`config.mk`:
```
export PLATFORM = sky130hd
export DESIGN_NAME = dacp_top
export DESIGN_NICKNAME = d
export VERILOG_FILES = /design/src/design/dacp_pkg.sv /design/src/design/dacp_top.sv
export VERILOG_INCLUDE_DIRS = /design/src /design/src/design
export SDC_FILE = /design/constraint.sdc
export NUM_CORES = 1
export LEC_CHECK = 0
export BUFFER_PORTS_ARGS = -buffer_cell sky130_fd_sc_hd__buf_2
export CAP_MARGIN = 20
export CORE_AREA = 2 2 111 86
export DETAILED_ROUTE_END_ITERATION = 10
export DIE_AREA = 0 0 113 88
export PLACE_DENSITY = 0.8
export SYNTH_ARGS = -nofsm -noshare
export SYNTH_HDL_FRONTEND = slang
export SYNTH_SLANG_ARGS = --single-unit
```
`constraint.sdc`:
```
create_clock -name clock_in -period 5.9 [get_ports clock_in]
set_clock_uncertainty 0.15 [all_clocks]
set_input_delay 0.885 -clock clock_in [delete_from_list [all_inputs] [get_ports clock_in]]
set_output_delay 0.885 -clock clock_in [all_outputs]
set_load 0.005 [all_outputs]
```
`src/design/dacp_defs.svh`:
```
`ifndef DACP_DEFS_SVH
`define DACP_DEFS_SVH

// ========================================
// Synchronised pin vector positions
`define DACP_PIN_ENC_POS 6
`define DACP_PIN_ENC_NEG 5
`define DACP_PIN_STRAP 4
`define DACP_PIN_CS_N 3
`define DACP_PIN_SCK 2
`define DACP_PIN_SDI 1
`define DACP_PIN_SDO 0
`define DACP_PIN_COUNT 7

// ========================================
// Serial frame layout and mode control register indices
`define DACP_FRAME_BITS 5'h10
`define DACP_FRAME_LAST 5'h0F
`define DACP_ADDR_DONE 5'h07
`define DACP_DATA_FIRST 5'h08
`define DACP_REG_DCS 2'h0
`define DACP_REG_FMT 2'h1
`define DACP_REG_PDN 2'h2
`define DACP_REG_PHASE 2'h3
`define DACP_REG_RESET 8'h00
`define DACP_PDN_AWAKE 2'h0

// ========================================
// Timing counts
`define DACP_STRAP_WAIT 2'h2

`endif

```
`src/design/dacp_pkg.sv`:
```
package dacp_pkg;
    typedef struct packed {
        logic [15:0] word;
        logic range_flag;
    } dacp_sample_t;

    typedef struct packed {
        logic dcs;
        logic [1:0] fmt;
        logic [1:0] pdn;
        logic [1:0] phase;
    } dacp_mode_t;
endpackage

```
`src/design/dacp_top.sv`:
```
`include "dacp_defs.svh"

module dacp_top
    import dacp_pkg::*;
(
    input wire logic clock_in,
    input wire logic sys_rst_in,
    input wire logic encode_clock_pos_in,
    input wire logic encode_clock_neg_in,
    input wire logic config_mode_strap_in,
    input wire logic spi_cs_n_in,
    input wire logic spi_sck_in,
    input wire logic spi_sdi_in,
    input wire logic spi_sdo_in,
    input wire logic [15:0] chan1_conv_in,
    input wire logic [15:0] chan2_conv_in,
    input wire logic chan1_ovr_in,
    input wire logic chan2_ovr_in,
    output logic [15:0] chan1_sample_bus_out,
    output logic [15:0] chan2_sample_bus_out,
    output logic chan1_range_flag_out,
    output logic chan2_range_flag_out,
    output logic fwd_data_clock_pos_out,
    output logic fwd_data_clock_neg_out,
    output logic conv_start_out,
    output logic dcs_enable_out,
    output logic [1:0] out_format_out,
    output logic [1:0] power_down_out,
    output logic spi_sdo_out,
    output logic spi_sdo_oe_out
);

    // ========================================
    // Pin synchronisers
    logic [`DACP_PIN_COUNT-1:0] pin_raw;
    logic [`DACP_PIN_COUNT-1:0] pin_meta_q;
    logic [`DACP_PIN_COUNT-1:0] pin_sync_q;
    logic [`DACP_PIN_COUNT-1:0] pin_prev_q;

    assign pin_raw = {encode_clock_pos_in, encode_clock_neg_in, config_mode_strap_in,
                      spi_cs_n_in, spi_sck_in, spi_sdi_in, spi_sdo_in};

    always_ff @(posedge clock_in or posedge sys_rst_in)
    begin
        if (sys_rst_in)
        begin
            pin_meta_q <= '0;
            pin_sync_q <= '0;
            pin_prev_q <= '0;
        end
        else
        begin
            pin_meta_q <= pin_raw;
            pin_sync_q <= pin_meta_q;
            pin_prev_q <= pin_sync_q;
        end
    end

    logic enc_lvl;
    logic enc_prev_q;
    logic enc_rise;
    logic cs_n;
    logic sck_rise;
    logic sck_fall;

    assign enc_lvl = pin_sync_q[`DACP_PIN_ENC_POS] & ~pin_sync_q[`DACP_PIN_ENC_NEG];
    assign enc_rise = enc_lvl & ~enc_prev_q;
    assign cs_n = pin_sync_q[`DACP_PIN_CS_N];
    assign sck_rise = pin_sync_q[`DACP_PIN_SCK] & ~pin_prev_q[`DACP_PIN_SCK];
    assign sck_fall = ~pin_sync_q[`DACP_PIN_SCK] & pin_prev_q[`DACP_PIN_SCK];

    // ========================================
    // Strap capture after reset release
    logic strap_q;
    logic strap_done_q;
    logic [1:0] strap_wait_q;
    logic ser_mode;
    logic par_mode;

    // Pin chain is cleared by reset, so let it refill before latching the strap
    always_ff @(posedge clock_in or posedge sys_rst_in)
    begin
        if (sys_rst_in)
        begin
            strap_q <= 1'b0;
            strap_done_q <= 1'b0;
            strap_wait_q <= '0;
        end
        else if (strap_wait_q != `DACP_STRAP_WAIT)
        begin
            strap_wait_q <= strap_wait_q + 2'h1;
        end
        else if (!strap_done_q)
        begin
            strap_q <= pin_sync_q[`DACP_PIN_STRAP];
            strap_done_q <= 1'b1;
        end
    end

    assign ser_mode = strap_done_q & ~strap_q;
    assign par_mode = strap_done_q & strap_q;

    // ========================================
    // Serial port shifter and mode control registers
    logic [14:0] shift_q;
    logic [4:0] bit_cnt_q;
    logic rd_q;
    logic [1:0] rd_addr_q;
    logic [7:0] mode_regs_q [4];
    logic wr_commit;
    logic [2:0] rd_bit;

    assign wr_commit = ser_mode & ~cs_n & sck_rise & (bit_cnt_q == `DACP_FRAME_LAST)
                       & ~shift_q[14];
    assign rd_bit = 3'(`DACP_FRAME_LAST - bit_cnt_q);

    always_ff @(posedge clock_in or posedge sys_rst_in)
    begin
        if (sys_rst_in)
        begin
            shift_q <= '0;
            bit_cnt_q <= '0;
            rd_q <= 1'b0;
            rd_addr_q <= '0;
        end
        else if (!ser_mode || cs_n)
        begin
            bit_cnt_q <= '0;
            rd_q <= 1'b0;
        end
        else if (sck_rise && bit_cnt_q != `DACP_FRAME_BITS)
        begin
            shift_q <= {shift_q[13:0], pin_sync_q[`DACP_PIN_SDI]};
            bit_cnt_q <= bit_cnt_q + 5'h01;
            if (bit_cnt_q == `DACP_ADDR_DONE)
            begin
                rd_q <= shift_q[6];
                rd_addr_q <= {shift_q[0], pin_sync_q[`DACP_PIN_SDI]};
            end
        end
    end

    always_ff @(posedge clock_in or posedge sys_rst_in)
    begin
        if (sys_rst_in)
        begin
            for (int i = 0; i < 4; i++)
            begin
                mode_regs_q[i] <= `DACP_REG_RESET;
            end
        end
        else if (wr_commit)
        begin
            mode_regs_q[shift_q[8:7]] <= {shift_q[6:0], pin_sync_q[`DACP_PIN_SDI]};
        end
    end

    // Open-drain readback: enable pulls low for a zero bit
    always_ff @(posedge clock_in or posedge sys_rst_in)
    begin
        if (sys_rst_in)
        begin
            spi_sdo_oe_out <= 1'b0;
        end
        else if (!ser_mode || cs_n || !rd_q)
        begin
            spi_sdo_oe_out <= 1'b0;
        end
        else if (sck_fall)
        begin
            if (bit_cnt_q >= `DACP_DATA_FIRST && bit_cnt_q <= `DACP_FRAME_LAST)
            begin
                spi_sdo_oe_out <= ~mode_regs_q[rd_addr_q][rd_bit];
            end
            else
            begin
                spi_sdo_oe_out <= 1'b0;
            end
        end
    end

    always_ff @(posedge clock_in or posedge sys_rst_in)
    begin
        if (sys_rst_in)
        begin
            spi_sdo_out <= 1'b0;
        end
        else
        begin
            spi_sdo_out <= 1'b0;
        end
    end

    // ========================================
    // Effective operating modes
    dacp_mode_t mode_eff;

    always_comb
    begin
        mode_eff.phase = mode_regs_q[`DACP_REG_PHASE][1:0];
        if (par_mode)
        begin
            mode_eff.dcs = pin_sync_q[`DACP_PIN_CS_N];
            mode_eff.fmt = {1'b0, pin_sync_q[`DACP_PIN_SCK]};
            mode_eff.pdn = {pin_sync_q[`DACP_PIN_SDI], pin_sync_q[`DACP_PIN_SDO]};
        end
        else
        begin
            mode_eff.dcs = mode_regs_q[`DACP_REG_DCS][0];
            mode_eff.fmt = mode_regs_q[`DACP_REG_FMT][1:0];
            mode_eff.pdn = mode_regs_q[`DACP_REG_PDN][1:0];
        end
    end

    always_ff @(posedge clock_in or posedge sys_rst_in)
    begin
        if (sys_rst_in)
        begin
            dcs_enable_out <= 1'b0;
            out_format_out <= '0;
            power_down_out <= '0;
        end
        else
        begin
            dcs_enable_out <= mode_eff.dcs;
            out_format_out <= mode_eff.fmt;
            power_down_out <= mode_eff.pdn;
        end
    end

    // ========================================
    // Conversion start and sample port
    logic awake;
    dacp_sample_t ch1_s;
    dacp_sample_t ch2_s;

    assign awake = (mode_eff.pdn == `DACP_PDN_AWAKE);
    assign ch1_s = '{word: chan1_conv_in, range_flag: chan1_ovr_in};
    assign ch2_s = '{word: chan2_conv_in, range_flag: chan2_ovr_in};

    always_ff @(posedge clock_in or posedge sys_rst_in)
    begin
        if (sys_rst_in)
        begin
            enc_prev_q <= 1'b0;
            conv_start_out <= 1'b0;
            chan1_sample_bus_out <= '0;
            chan2_sample_bus_out <= '0;
            chan1_range_flag_out <= 1'b0;
            chan2_range_flag_out <= 1'b0;
        end
        else
        begin
            enc_prev_q <= enc_lvl;
            conv_start_out <= enc_rise & awake;
            if (enc_rise && awake)
            begin
                chan1_sample_bus_out <= ch1_s.word;
                chan2_sample_bus_out <= ch2_s.word;
                chan1_range_flag_out <= ch1_s.range_flag;
                chan2_range_flag_out <= ch2_s.range_flag;
            end
        end
    end

    // ========================================
    // Forwarded data clock with phase delay taps
    logic [3:0] fwd_tap_q;
    logic [3:0] fwd_taps;

    assign fwd_taps = {fwd_tap_q[2:0], ~enc_lvl};

    always_ff @(posedge clock_in or posedge sys_rst_in)
    begin
        if (sys_rst_in)
        begin
            fwd_tap_q <= 4'hF;
            fwd_data_clock_pos_out <= 1'b1;
            fwd_data_clock_neg_out <= 1'b0;
        end
        else
        begin
            fwd_tap_q <= fwd_taps;
            fwd_data_clock_pos_out <= fwd_taps[mode_eff.phase];
            fwd_data_clock_neg_out <= ~fwd_taps[mode_eff.phase];
        end
    end

    // ========================================
    // Checks
    property p_conv_start;
        @(posedge clock_in) disable iff (sys_rst_in)
        (enc_rise && awake) |=> conv_start_out ##1 !conv_start_out;
    endproperty
    a_conv_start: assert property (p_conv_start) else $error("conversion start missing");

    property p_sample_word;
        @(posedge clock_in) disable iff (sys_rst_in)
        (enc_rise && awake) |=> chan1_sample_bus_out == $past(chan1_conv_in)
            && chan2_sample_bus_out == $past(chan2_conv_in);
    endproperty
    a_sample_word: assert property (p_sample_word) else $error("sample not latched");

    property p_range_flag;
        @(posedge clock_in) disable iff (sys_rst_in)
        (enc_rise && awake) |=> chan1_range_flag_out == $past(chan1_ovr_in)
            && chan2_range_flag_out == $past(chan2_ovr_in);
    endproperty
    a_range_flag: assert property (p_range_flag) else $error("range flag wrong");

    property p_fwd_comp;
        @(posedge clock_in) disable iff (sys_rst_in)
        fwd_data_clock_neg_out == !fwd_data_clock_pos_out;
    endproperty
    a_fwd_comp: assert property (p_fwd_comp) else $error("clock pair not complementary");

    property p_fwd_fall;
        @(posedge clock_in) disable iff (sys_rst_in)
        (enc_rise && mode_eff.phase == 2'h0 && $stable(mode_eff.phase))
            |=> $fell(fwd_data_clock_pos_out);
    endproperty
    a_fwd_fall: assert property (p_fwd_fall) else $error("forwarded clock not falling");

    property p_fwd_delay;
        @(posedge clock_in) disable iff (sys_rst_in)
        (enc_rise && mode_eff.phase == 2'h2) ##1 (mode_eff.phase == 2'h2)[*2]
            |=> !fwd_data_clock_pos_out;
    endproperty
    a_fwd_delay: assert property (p_fwd_delay) else $error("phase delay wrong");

    property p_sdo_low;
        @(posedge clock_in) disable iff (sys_rst_in)
        !spi_sdo_out && (!par_mode || !spi_sdo_oe_out);
    endproperty
    a_sdo_low: assert property (p_sdo_low) else $error("sdo driven high");

    property p_cs_idle;
        @(posedge clock_in) disable iff (sys_rst_in)
        (ser_mode && cs_n) |=> bit_cnt_q == 5'h00 && !wr_commit;
    endproperty
    a_cs_idle: assert property (p_cs_idle) else $error("shift outside chip select");

    property p_write;
        @(posedge clock_in) disable iff (sys_rst_in)
        wr_commit |=> mode_regs_q[$past(shift_q[8:7])]
            == {$past(shift_q[6:0]), $past(pin_sync_q[`DACP_PIN_SDI])};
    endproperty
    a_write: assert property (p_write) else $error("write not stored");

    property p_par_modes;
        @(posedge clock_in) disable iff (sys_rst_in)
        par_mode |=> dcs_enable_out == $past(pin_sync_q[`DACP_PIN_CS_N])
            && out_format_out[0] == $past(pin_sync_q[`DACP_PIN_SCK])
            && power_down_out == $past({pin_sync_q[`DACP_PIN_SDI], pin_sync_q[`DACP_PIN_SDO]});
    endproperty
    a_par_modes: assert property (p_par_modes) else $error("parallel mode pins ignored");

endmodule

```
Yosys cells after proc, flatten, opt, wreduce, memory -nomap -nowiden --
Cells that the tools add are included.
Storage, ports and cells: latch bits 0, word-level logic and storage cells 102, flip-flop bits (word level) 123, bits in writable memories 0, memories kept 0, output and inout port bits 44, memory bits (read-only) 0, input port bits 43
Operators by class: bitwise logic cells 26, add/sub/neg operators 3, equality and inequality tests 4, reduce and logical (&&, ||, !) cells 16, shifts and indexed selects 0, div/mod/pow operators 0, $mul 0, $lt $le $gt $ge 7, mux-type cells 19
Operator list (number):
- bitwise mux 32 bit | 1
- two-way mux 8 bit | 3
- binary-select mux 8 bit (select 2 bit) | 1
- demux 8 bit (select 2 bit) | 1
- two-way mux 5 bit | 3
- NOT 1 bit | 13
- bitwise AND 1 bit | 11
- two-way mux 1 bit | 8
- greater-or-equal comparator 3 bit, second input constant | 2
- NOT 2 -> 3 bit | 2
- AND reduction 2 bit | 3
- nonzero test 2 bit | 3
- adder 5 x 1 -> 5 bit, second input constant | 1
- == test 5 x 3 -> 1 bit, second input constant | 1
- == test 5 x 4 -> 1 bit, second input constant | 1
- greater-or-equal comparator 5 x 4 -> 1 bit, second input constant | 1
- less-or-equal comparator 5 x 4 -> 1 bit, second input constant | 1
- != test 5 bit, second input constant | 1
- logical AND 1 bit | 4
- < comparator 3 x 4 -> 1 bit, second input constant | 1
- binary-select mux 1 bit (select 3 bit) | 1
- < comparator 2 x 3 -> 1 bit, second input constant | 1
- < comparator 3 x 1 -> 1 bit, second input constant | 1
- AND reduction 3 bit | 1
- other kinds (7) | 9

Depth between registers and ports, before layout --
Gate-level depths: netlist (run 1).
depth after elaboration 10, gate-level depth with buffers 9, mapped depth without buffers 7

Least setup slack after synthesis (run 1) --
No wires, ideal clock.
kind register -> register, start point register bit_cnt_q[0], end point register shift_q[0], slack 3496 ps, arrival time 2129 ps, period minus slack after synthesis 2404 ps, library setup time 125 ps, data required time 5625 ps, path buffers 3, stages on the path, launching flop included 10, cells stage by stage dfrtp_1 > clkbuf_1 > inv_1 > ha_1 > nand2_1 > o31a_1 > nor2b_1 > clkbuf_1 > buf_2 > mux2_2
Between the ends: longest elaborated chain between the ends 3
RTL lines:
- start, declared | RTL line dacp_top.sv:106 | logic [4:0] bit_cnt_q;
- start signal, assigned | RTL line dacp_top.sv:134 | bit_cnt_q <= bit_cnt_q + 5'h01;
- != test 5 bit (no source line)
- logical AND 1 bit (no source line)
- AND reduction 2 bit (no source line)
- end signal, assigned | RTL line dacp_top.sv:133 | shift_q <= {shift_q[13:0], pin_sync_q[`DACP_PIN_SDI]};
- end, declared | RTL line dacp_top.sv:105 | logic [14:0] shift_q;
No other way between the ends. A chain may end at the register's enable or synchronous reset.

Worst setup path in the final report (run 1) --
start point register bit_cnt_q[0], end point register mode_regs_q[4] in the netlist's numbering
Between the ends: longest elaborated chain between the ends 3
RTL lines:
- == test 5 x 4 -> 1 bit (no source line)
- bitwise AND 1 bit (2 in series) | RTL line dacp_top.sv:113 | assign wr_commit = ser_mode & ~cs_n & sck_rise & (bit_cnt_q == `DACP_FRAME_LAST)
- end signal, assigned by index | RTL line dacp_top.sv:149 | mode_regs_q[i] <= `DACP_REG_RESET;
- end signal, assigned by index | RTL line dacp_top.sv:154 | mode_regs_q[shift_q[8:7]] <= {shift_q[6:0], pin_sync_q[`DACP_PIN_SDI]};
- end, declared | RTL line dacp_top.sv:109 | logic [7:0] mode_regs_q [4];
No other way between the ends.

==> summary.md, run 1 <==
| Metric | Value |
|---|---|
| CTS Buf Count | 17 |
| Syn Std Cell Area | 0.00478 mm^2 |
| Final setup fails | 0 |
| Design Area, Final | 0.00588 mm^2 |
| Most used DFF post-synth | dfrtp_1 |
| Area grow syn2layout | 23.1% |
| PostCTS Resize Cnt | 0 |
| Antenna violations before repair | 0 |
| Avg WL per Cell | 17.4 um |
| Total power | 2.16 mW |
| GP Congestion | 0.873 |
| First-pass DRT Iterations | 7 |
| Post-DP HPWL | 5740 um |
| Clock Tree Buf Depth | 2 |
| Cts hold-fix bufs | 0 |
| Worst Path Class, Setup | register to register |
| Die X | 113 um |
| Post-CTS setup buffers | 0 |
| Non-Filler Instances | 525 |
| Overflow after GRT | 0 |
| Final nets | 447 |
| Vias in the first global route | 2,991 |
| Post-synth EDFFs | 0 |
| Synth Net Count | 354 |
| Final hold vios | 0 |
| Post-DRT Antenna Nets | 0 |
| Top cell by count, worst path | ha_1 |
| Met2 GRT Util | 32.8% |
| Setup crit start kind | register |
| Post-route setup TNS | 0 ns |
| Failing checks | DRC |
| Critical Path RT | 6.03 ns |
| Max Cap Viol | 0 |
| Crit-path cells | ha_1 -> and3_1 -> ha_1 -> and4bb_1 -> nand3_1 -> mux2_2 |
| Total Wirelength | 9150 um |
| RSZ-0062 raised after global routing | false |
| Flop pwr share | 44.4% |
| WP data arrival | 2.76 ns |
| Slowest cell on crit path | dfrtp_1 |
| H-tree depth | 4 |
| Ys async rst share | 100% |
| Pin count of the biggest net entering global routing | 72 |
| Height of the die | 88 um |
| Drc violations | 3 |
| Row Count | 30 |
| Seq/Total Area, Yosys | 63.5% |
| Full die area | 0.00994 mm^2 |
| First-pass GRT wire length | 15,600 um |
| Clock latency on the worst-skew pair | 0.41 ns |
| Cells after synthesis | 307 |
| Largest fanout on the critical path | 11 |
| Max incr delay on CP | 0.56 ns |
| Slew @ Worst Pin | 0.836 ns |
| Combinational share of power | 8.4% |
| I/O pin total | 87 |
| PD cells | 367 mW/mm^2 |
| Netlist cell types | 37 |
| Clk sinks | 121 |
| Diode count | 0 |
| Switching share of total power | 21.9% |
| Critical path endpoint category | register |
| GR Layer Usage met3 | 7.89% |
| Top delay family on crit path | simple AND/OR/NAND/NOR gates |
| Vias per cell | 5.27 |
| Vias | 2,766 |
| Placed cells | 493 |
| Initial Utilization | 54.0% |
| Fmax | 381 MHz |
| Global-route usage over all layers | 21.0% |
| Core Area | 0.00886 mm^2 |
| Synthesized flop and latch total | 121 |
| Warnings, synthesis | 0 |
| Most common cell after layout, fill and taps aside | dfrtp_1 |
| Leak | 2.89 nW |
| Port bufs | 85 |
| Int Pwr | 1.69 mW |
| Status | finished with violations |
| Clk pin slew, worst setup/hold paths | 0.05 ns |
| Slew Limit Fails | 0 |
| Switching power | 472 uW |
| Root Buffer | clkbuf_16 |
| Worst vdd ir | 0.000238 V |
| Area after DPL | 0.00529 mm^2 |
| Most frequent cells in the layout | 117 x dfrtp_1, 89 x mux2_2, 85 x buf_2, 17 x clkbuf_16, 10 x inv_1 |
| Final worst path period share | 44.5% |
| TritonCTS clock tree | yes |
| First DRT Iteration DRCs | 164 |
| CP bufs+invs | 0 |
| Part of the power in the clock network | 47.2% |
| Layout cells sized above 1 | 53.8% |
| Avg Inst Size Synth | 15.6 um^2 |
| Hold Crit Class | register to register |
| Layer with the highest usage | met2 |
| Grt met1 use | 27.6% |
| Slew headroom | 44.3% |
| R2r setup slk | 3.28 ns |
| Fin crit period | 2.62 ns |
-- cell families (layout without fill, tap and decap cells) --
| family | count (synthesis) | after routing | synth area share (%) |
|---|---|---|---|
| muxes | 101 | 101 | 25.6 |
| adders and majority gates | 4 | 4 | 1.05 |
| buffers and inverters | 25 | 131 | 2.59 |
| xor gates and xnor gates | 4 | 4 | 0.733 |
| and+or+nand+nor | 41 | 41 | 5.00 |
| AOI/OAI and AO/OA | 10 | 10 | 1.52 |
| DFF | 121 | 121 | 63.5 |
| other | 1 | 1 | 0.0785 |
-- Yosys cell counts, types with 2 or more instances --
library cell  number  share of area, %
inv_1             11              0.86
buf_2              3              0.31
nand3_1            2              0.21
dfstp_2            4               2.2
mux2i_1            4              0.84
buf_6              3              0.71
nand2b_1           2              0.26
xnor2_1            2              0.37
mux2_2            89                21
dfrtp_1          117                61
nor2b_1            5              0.65
nand3b_1           2              0.31
nand4_1            2              0.26
nand2_1            8              0.63
and3_1             2              0.26
or2_2              2              0.26
a31oi_1            2              0.26
o211ai_1           2              0.31
nor2_1             9              0.71
a211oi_1           2              0.31
clkbuf_1           7              0.55
mux4_2             8               3.8
ha_1               4               1.0
xor2_1             2              0.37
-- path summary, 6_finish.rpt --
path | startpoint | endpoint | cells past startpoint
worst max-delay path | bit_cnt_q[0] | mode_regs_q[4] | 6
worst min-delay path | pin_meta_q[5] | pin_sync_q[5] | 0
worst max register to register | bit_cnt_q[0] | mode_regs_q[4] | 6
worst min register to register | pin_meta_q[5] | pin_sync_q[5] | 0
max in group asynchronous | sys_rst_in | shift_q[3] | 3
min in group asynchronous | sys_rst_in | chan1_sample_bus_out[4] | 2
-- final cells by class --
type	instances	area (um^2)
clock buffer	25	505
tap	112	140
fill	606	2980
sequential	121	3030
clock inverter	7	88.8
inverter	11	43.8
timing repair buffer	88	448
multi-input combinational	161	1620
-- metrics by stage --
stage,hold WS [ns],setup WS (ns),utilization [%]
global placement,0.183,3.42,59.7
finish,0.189,3.28,66.4
CTS,0.192,3.29,66.4
global route,0.205,3.11,66.4
floorplan,0.181,1.66,-
detailed placement,0.186,3.33,59.7
-- metal layers --
metal | vias to the layer above | routed length (um)
met3 | 7 | 583
met4 | 0 | 70
met1 | 1400 | 4020
met5 | - | 0
met2 | 90 | 4470
li1 | 1269 | -
-- registers in the layout, indices dropped and copies added (netlist names), 2 cells and up --
signal                cells
power_down_out            2
mode_eff                  2
chan2_sample_bus_out     16
shift_q                  15
fwd_tap_q                 3
rd_addr_q                 2
pin_sync_q                7
chan1_sample_bus_out     16
strap_wait_q              2
bit_cnt_q                 5
out_format_out            2
pin_meta_q                7
mode_regs_q              30
-- power by group through the flow --
stage / logic (mW) / registers, mW / clock network [mW]
5_1_grt: 0.200 / 0.970 / 1.08
2_1_floorplan: 0.0896 / 0.965 / 0
3_5_place_dp: 0.183 / 0.969 / 0
6_report: 0.182 / 0.959 / 1.02
4_1_cts: 0.186 / 0.960 / 1.03
3_3_place_gp: 0.177 / 0.965 / 0
Note: power is estimated with default switching activity, not from simulation.
==> inputs of run 2 (changes only) <==
==> constraint.sdc (replaced) <==
create_clock -name clock_in -period 2.75 [get_ports clock_in]
set_clock_uncertainty 0.15 [all_clocks]
set_input_delay 0.4125 -clock clock_in [delete_from_list [all_inputs] [get_ports clock_in]]
set_output_delay 0.4125 -clock clock_in [all_outputs]
set_load 0.005 [all_outputs]
==> run 2 against run 1 <==
  * The run still ends with DRC left
  * Maximum frequency up 9.3%
  * Worst hold slack worse by 0.11 ns
  * Via count up 3.4%
  * Largest power group unchanged
  * Sequential power up 110%
  * Count of clock-buffer cells in the layout down 6
  * Routed wire length up 0.48%
  * Flip-flop and latch count unchanged
  * Clock power up 150%
==> summary.md, run 2 (synthesized netlist as in run 1, its figures left out) <==
| Metric | Value |
|---|---|
| Vias | 2,860 (+3.4%) |
| Biggest register | mode_regs_q |
| Most common cell after layout, fill and taps aside | dfrtp_1 |
| Placed cells | 500 (+1.4%) |
| PostCTS Resize Cnt | 0 (unchanged) |
| Worst Path Class, Setup | register to register |
| Combinational share of power | 8.2% (-0.2 points) |
| Fin crit period | 2.40 ns (-0.223 ns) |
| Vias in the first global route | 3,079 (+2.9%) |
| GP Congestion | 0.802 (-8.1%) |
| Largest fanout on the critical path | 8 (-3) |
| Failing checks | DRC |
| Area after DPL | 0.00538 mm^2 (+1.7%) |
| Max reg flops | 30 (unchanged) |
| Avg WL per Cell | 17.0 um (-2.3%) |
| Layout filler cell count | 587 (-3.1%) |
| Cells on Worst Hold Path | 2 (+2) |
| Vias per cell | 5.30 (+0.53%) |
| Setup crit start kind | register |
| Part of the power in the clock network | 50.4% (+3.2 points) |
| Clock latency on the worst-skew pair | 0.41 ns (about the same) |
| Finished Core Util | 69.3% (+2.9 points) |
| I/O pin total | 87 (unchanged) |
| Final hold vios | 0 (unchanged) |
| Row Count | 30 (unchanged) |
| Post-DRT Antenna Nets | 0 (unchanged) |
| Global-route usage over all layers | 20.4% (-0.54 points) |
| Critical path endpoint category | register |
| Final setup fails | 0 (unchanged) |
| Top flop regs | mode_regs_q: 30 flops, chan1_sample_bus_out: 16 flops, chan2_sample_bus_out: 16 flops |
| Clk sinks | 121 (unchanged) |
| Most frequent cells in the layout | 117 x dfrtp_1, 89 x mux2_2, 85 x buf_2, 17 x clkbuf_16, 10 x inv_1 |
| Port bufs | 85 (unchanged) |
| H-tree depth | 4 (unchanged) |
| Drc violations | 3 (unchanged) |
| Fmax | 416 MHz (+9.3%) |
| Antenna violations before repair | 0 (unchanged) |
| WP data arrival | 2.54 ns (-0.22 ns) |
| Leak | 2.99 nW (+3.6%) |
| Switching share of total power | 21.1% (-0.74 points) |
| Height of the die | 88 um (unchanged) |
| Max Cap Viol | 0 (unchanged) |
| TritonCTS clock tree | yes |
| Overflow after GRT | 0 (unchanged) |
| Final nets | 462 (+3.4%) |
| Total power | 4.98 mW (+130%) |
| Hold Crit Class | input port to register |
| PD cells | 811 mW/mm^2 (+120%) |
| Clock Tree Buf Depth | 2 (unchanged) |
| Slew Limit Fails | 0 (unchanged) |
| Worst reg2reg path startpoint | bit_cnt_q[1] |
| Post-route setup TNS | 0 ns (unchanged) |
| CTS Buf Count | 17 (unchanged) |
| First DRT Iteration DRCs | 165 (+0.61%) |
| Design Area, Final | 0.00613 mm^2 (+4.3%) |
| Status | finished with violations |
| Place WS | 0.361 ns (-2.97 ns) |
| Full die area | 0.00994 mm^2 (unchanged) |
| Initial Utilization | 54.0% (unchanged) |
| Non-Filler Instances | 540 (+2.9%) |
| Total Wirelength | 9190 um (+0.48%) |
| RSZ-0062 raised after global routing | false |
| Worst setup startpoint | bit_cnt_q[1] |
| Pin count of the biggest net entering global routing | 36 (-50%) |
| Post-DP HPWL | 6070 um (+5.6%) |
| Flop pwr share | 41.4% (-3.0 points) |
| Critical Path RT | 2.89 ns (-3.14 ns) |
| Final worst path period share | 87.3% (+43 points) |
| Slew headroom | 50.4% (+6.1 points) |
| Core Area | 0.00886 mm^2 (unchanged) |
| Int Pwr | 3.93 mW (+130%) |
| First-pass DRT Iterations | 7 (unchanged) |
| Diode count | 0 (unchanged) |
| Clk pin slew, worst setup/hold paths | 0.06 ns (about the same) |
| Die X | 113 um (unchanged) |
| Slew @ Worst Pin | 0.742 ns (-0.0937 ns) |
| Worst Hold Launch | chan1_conv_in[9] |
| Hold WS | 0.0822 ns (-0.106 ns) |
| First-pass GRT wire length | 15,400 um (-1.5%) |
| Root Buffer | clkbuf_16 |
| Switching power | 1.05 mW (+120%) |
| Area grow syn2layout | 28.4% |
| Worst vdd ir | 0.000553 V (+130%) |
| R2R depth | 6 (unchanged) |
| PnR worst setup slack | 0.349 ns (-2.93 ns) |
| Layout cells sized above 1 | 54.2% (+0.45 points) |
[run 2: cell count changes in the layout (fill, tap and decap cells not counted), moves of 3 or more]
cell	previous run	this run
dlygate4sd3_1	0	8
buf_4	3	7
bufinv_16	2	6
clkinvlp_4	0	4
buf_12	0	3
clkbuf_1	3	0
clkbuf_8	5	2
[run 2: worst paths after layout]
check,endpoint,slack [ns]
min in group asynchronous,shift_q[3],0.55
setup / recovery,mode_regs_q[25],0.35
setup reg to reg,mode_regs_q[25],0.35
max in group asynchronous,fwd_data_clock_pos_out,1.22
hold reg to reg,pin_sync_q[0],0.19
hold / removal,chan1_sample_bus_out[9],0.08
[run 2: what timing repair did]
action / in CTS / in global routing
setup buffers: 0 / 0
hold buffers: 8 / 0
hold endpoints to repair: 10 / 0
[run 2: power groups by stage]
stage / Sequential (mW) / Combinational [mW] / Clock (mW)
global route: 2.08 / 0.453 / 2.62
global placement: 2.07 / 0.393 / 0
detailed placement: 2.08 / 0.406 / 0
CTS: 2.06 / 0.419 / 2.54
floorplan: 2.07 / 0.193 / 0
finish: 2.06 / 0.409 / 2.51
[run 2: worst max-delay path: stages (launching register included)]
cell and delay (ns):
dfrtp_1 0.41, ha_1 0.22, and3_1 0.16, ha_1 0.18, and4bb_1 0.29, nor3b_4 0.47
mux2_2 0.40
[run 2: final cells by class]
| cell class | instances | area [um^2] | area share (%) |
|---|---|---|---|
| Clock inverter | 13 | 223 | 3.63 |
| Inverter | 11 | 45.0 | 0.734 |
| Timing Repair Buffer | 103 | 618 | 10.1 |
| Sequential cell | 121 | 3030 | 49.4 |
| Multi-Input combinational cell | 161 | 1620 | 26.5 |
| Clock buffer | 19 | 453 | 7.38 |
| Tap cell | 112 | 140 | 2.28 |
[run 2: metal layers]
metal  global-route usage, %  vias to the layer above  share of wire [%]
li1                        -                     1299                  -
met1                    26.0                     1469                 44
met2                    32.8                       86                 49
met3                    8.30                        6                6.7
met4                    6.10                        0               0.53
met5                       0                        -                  0
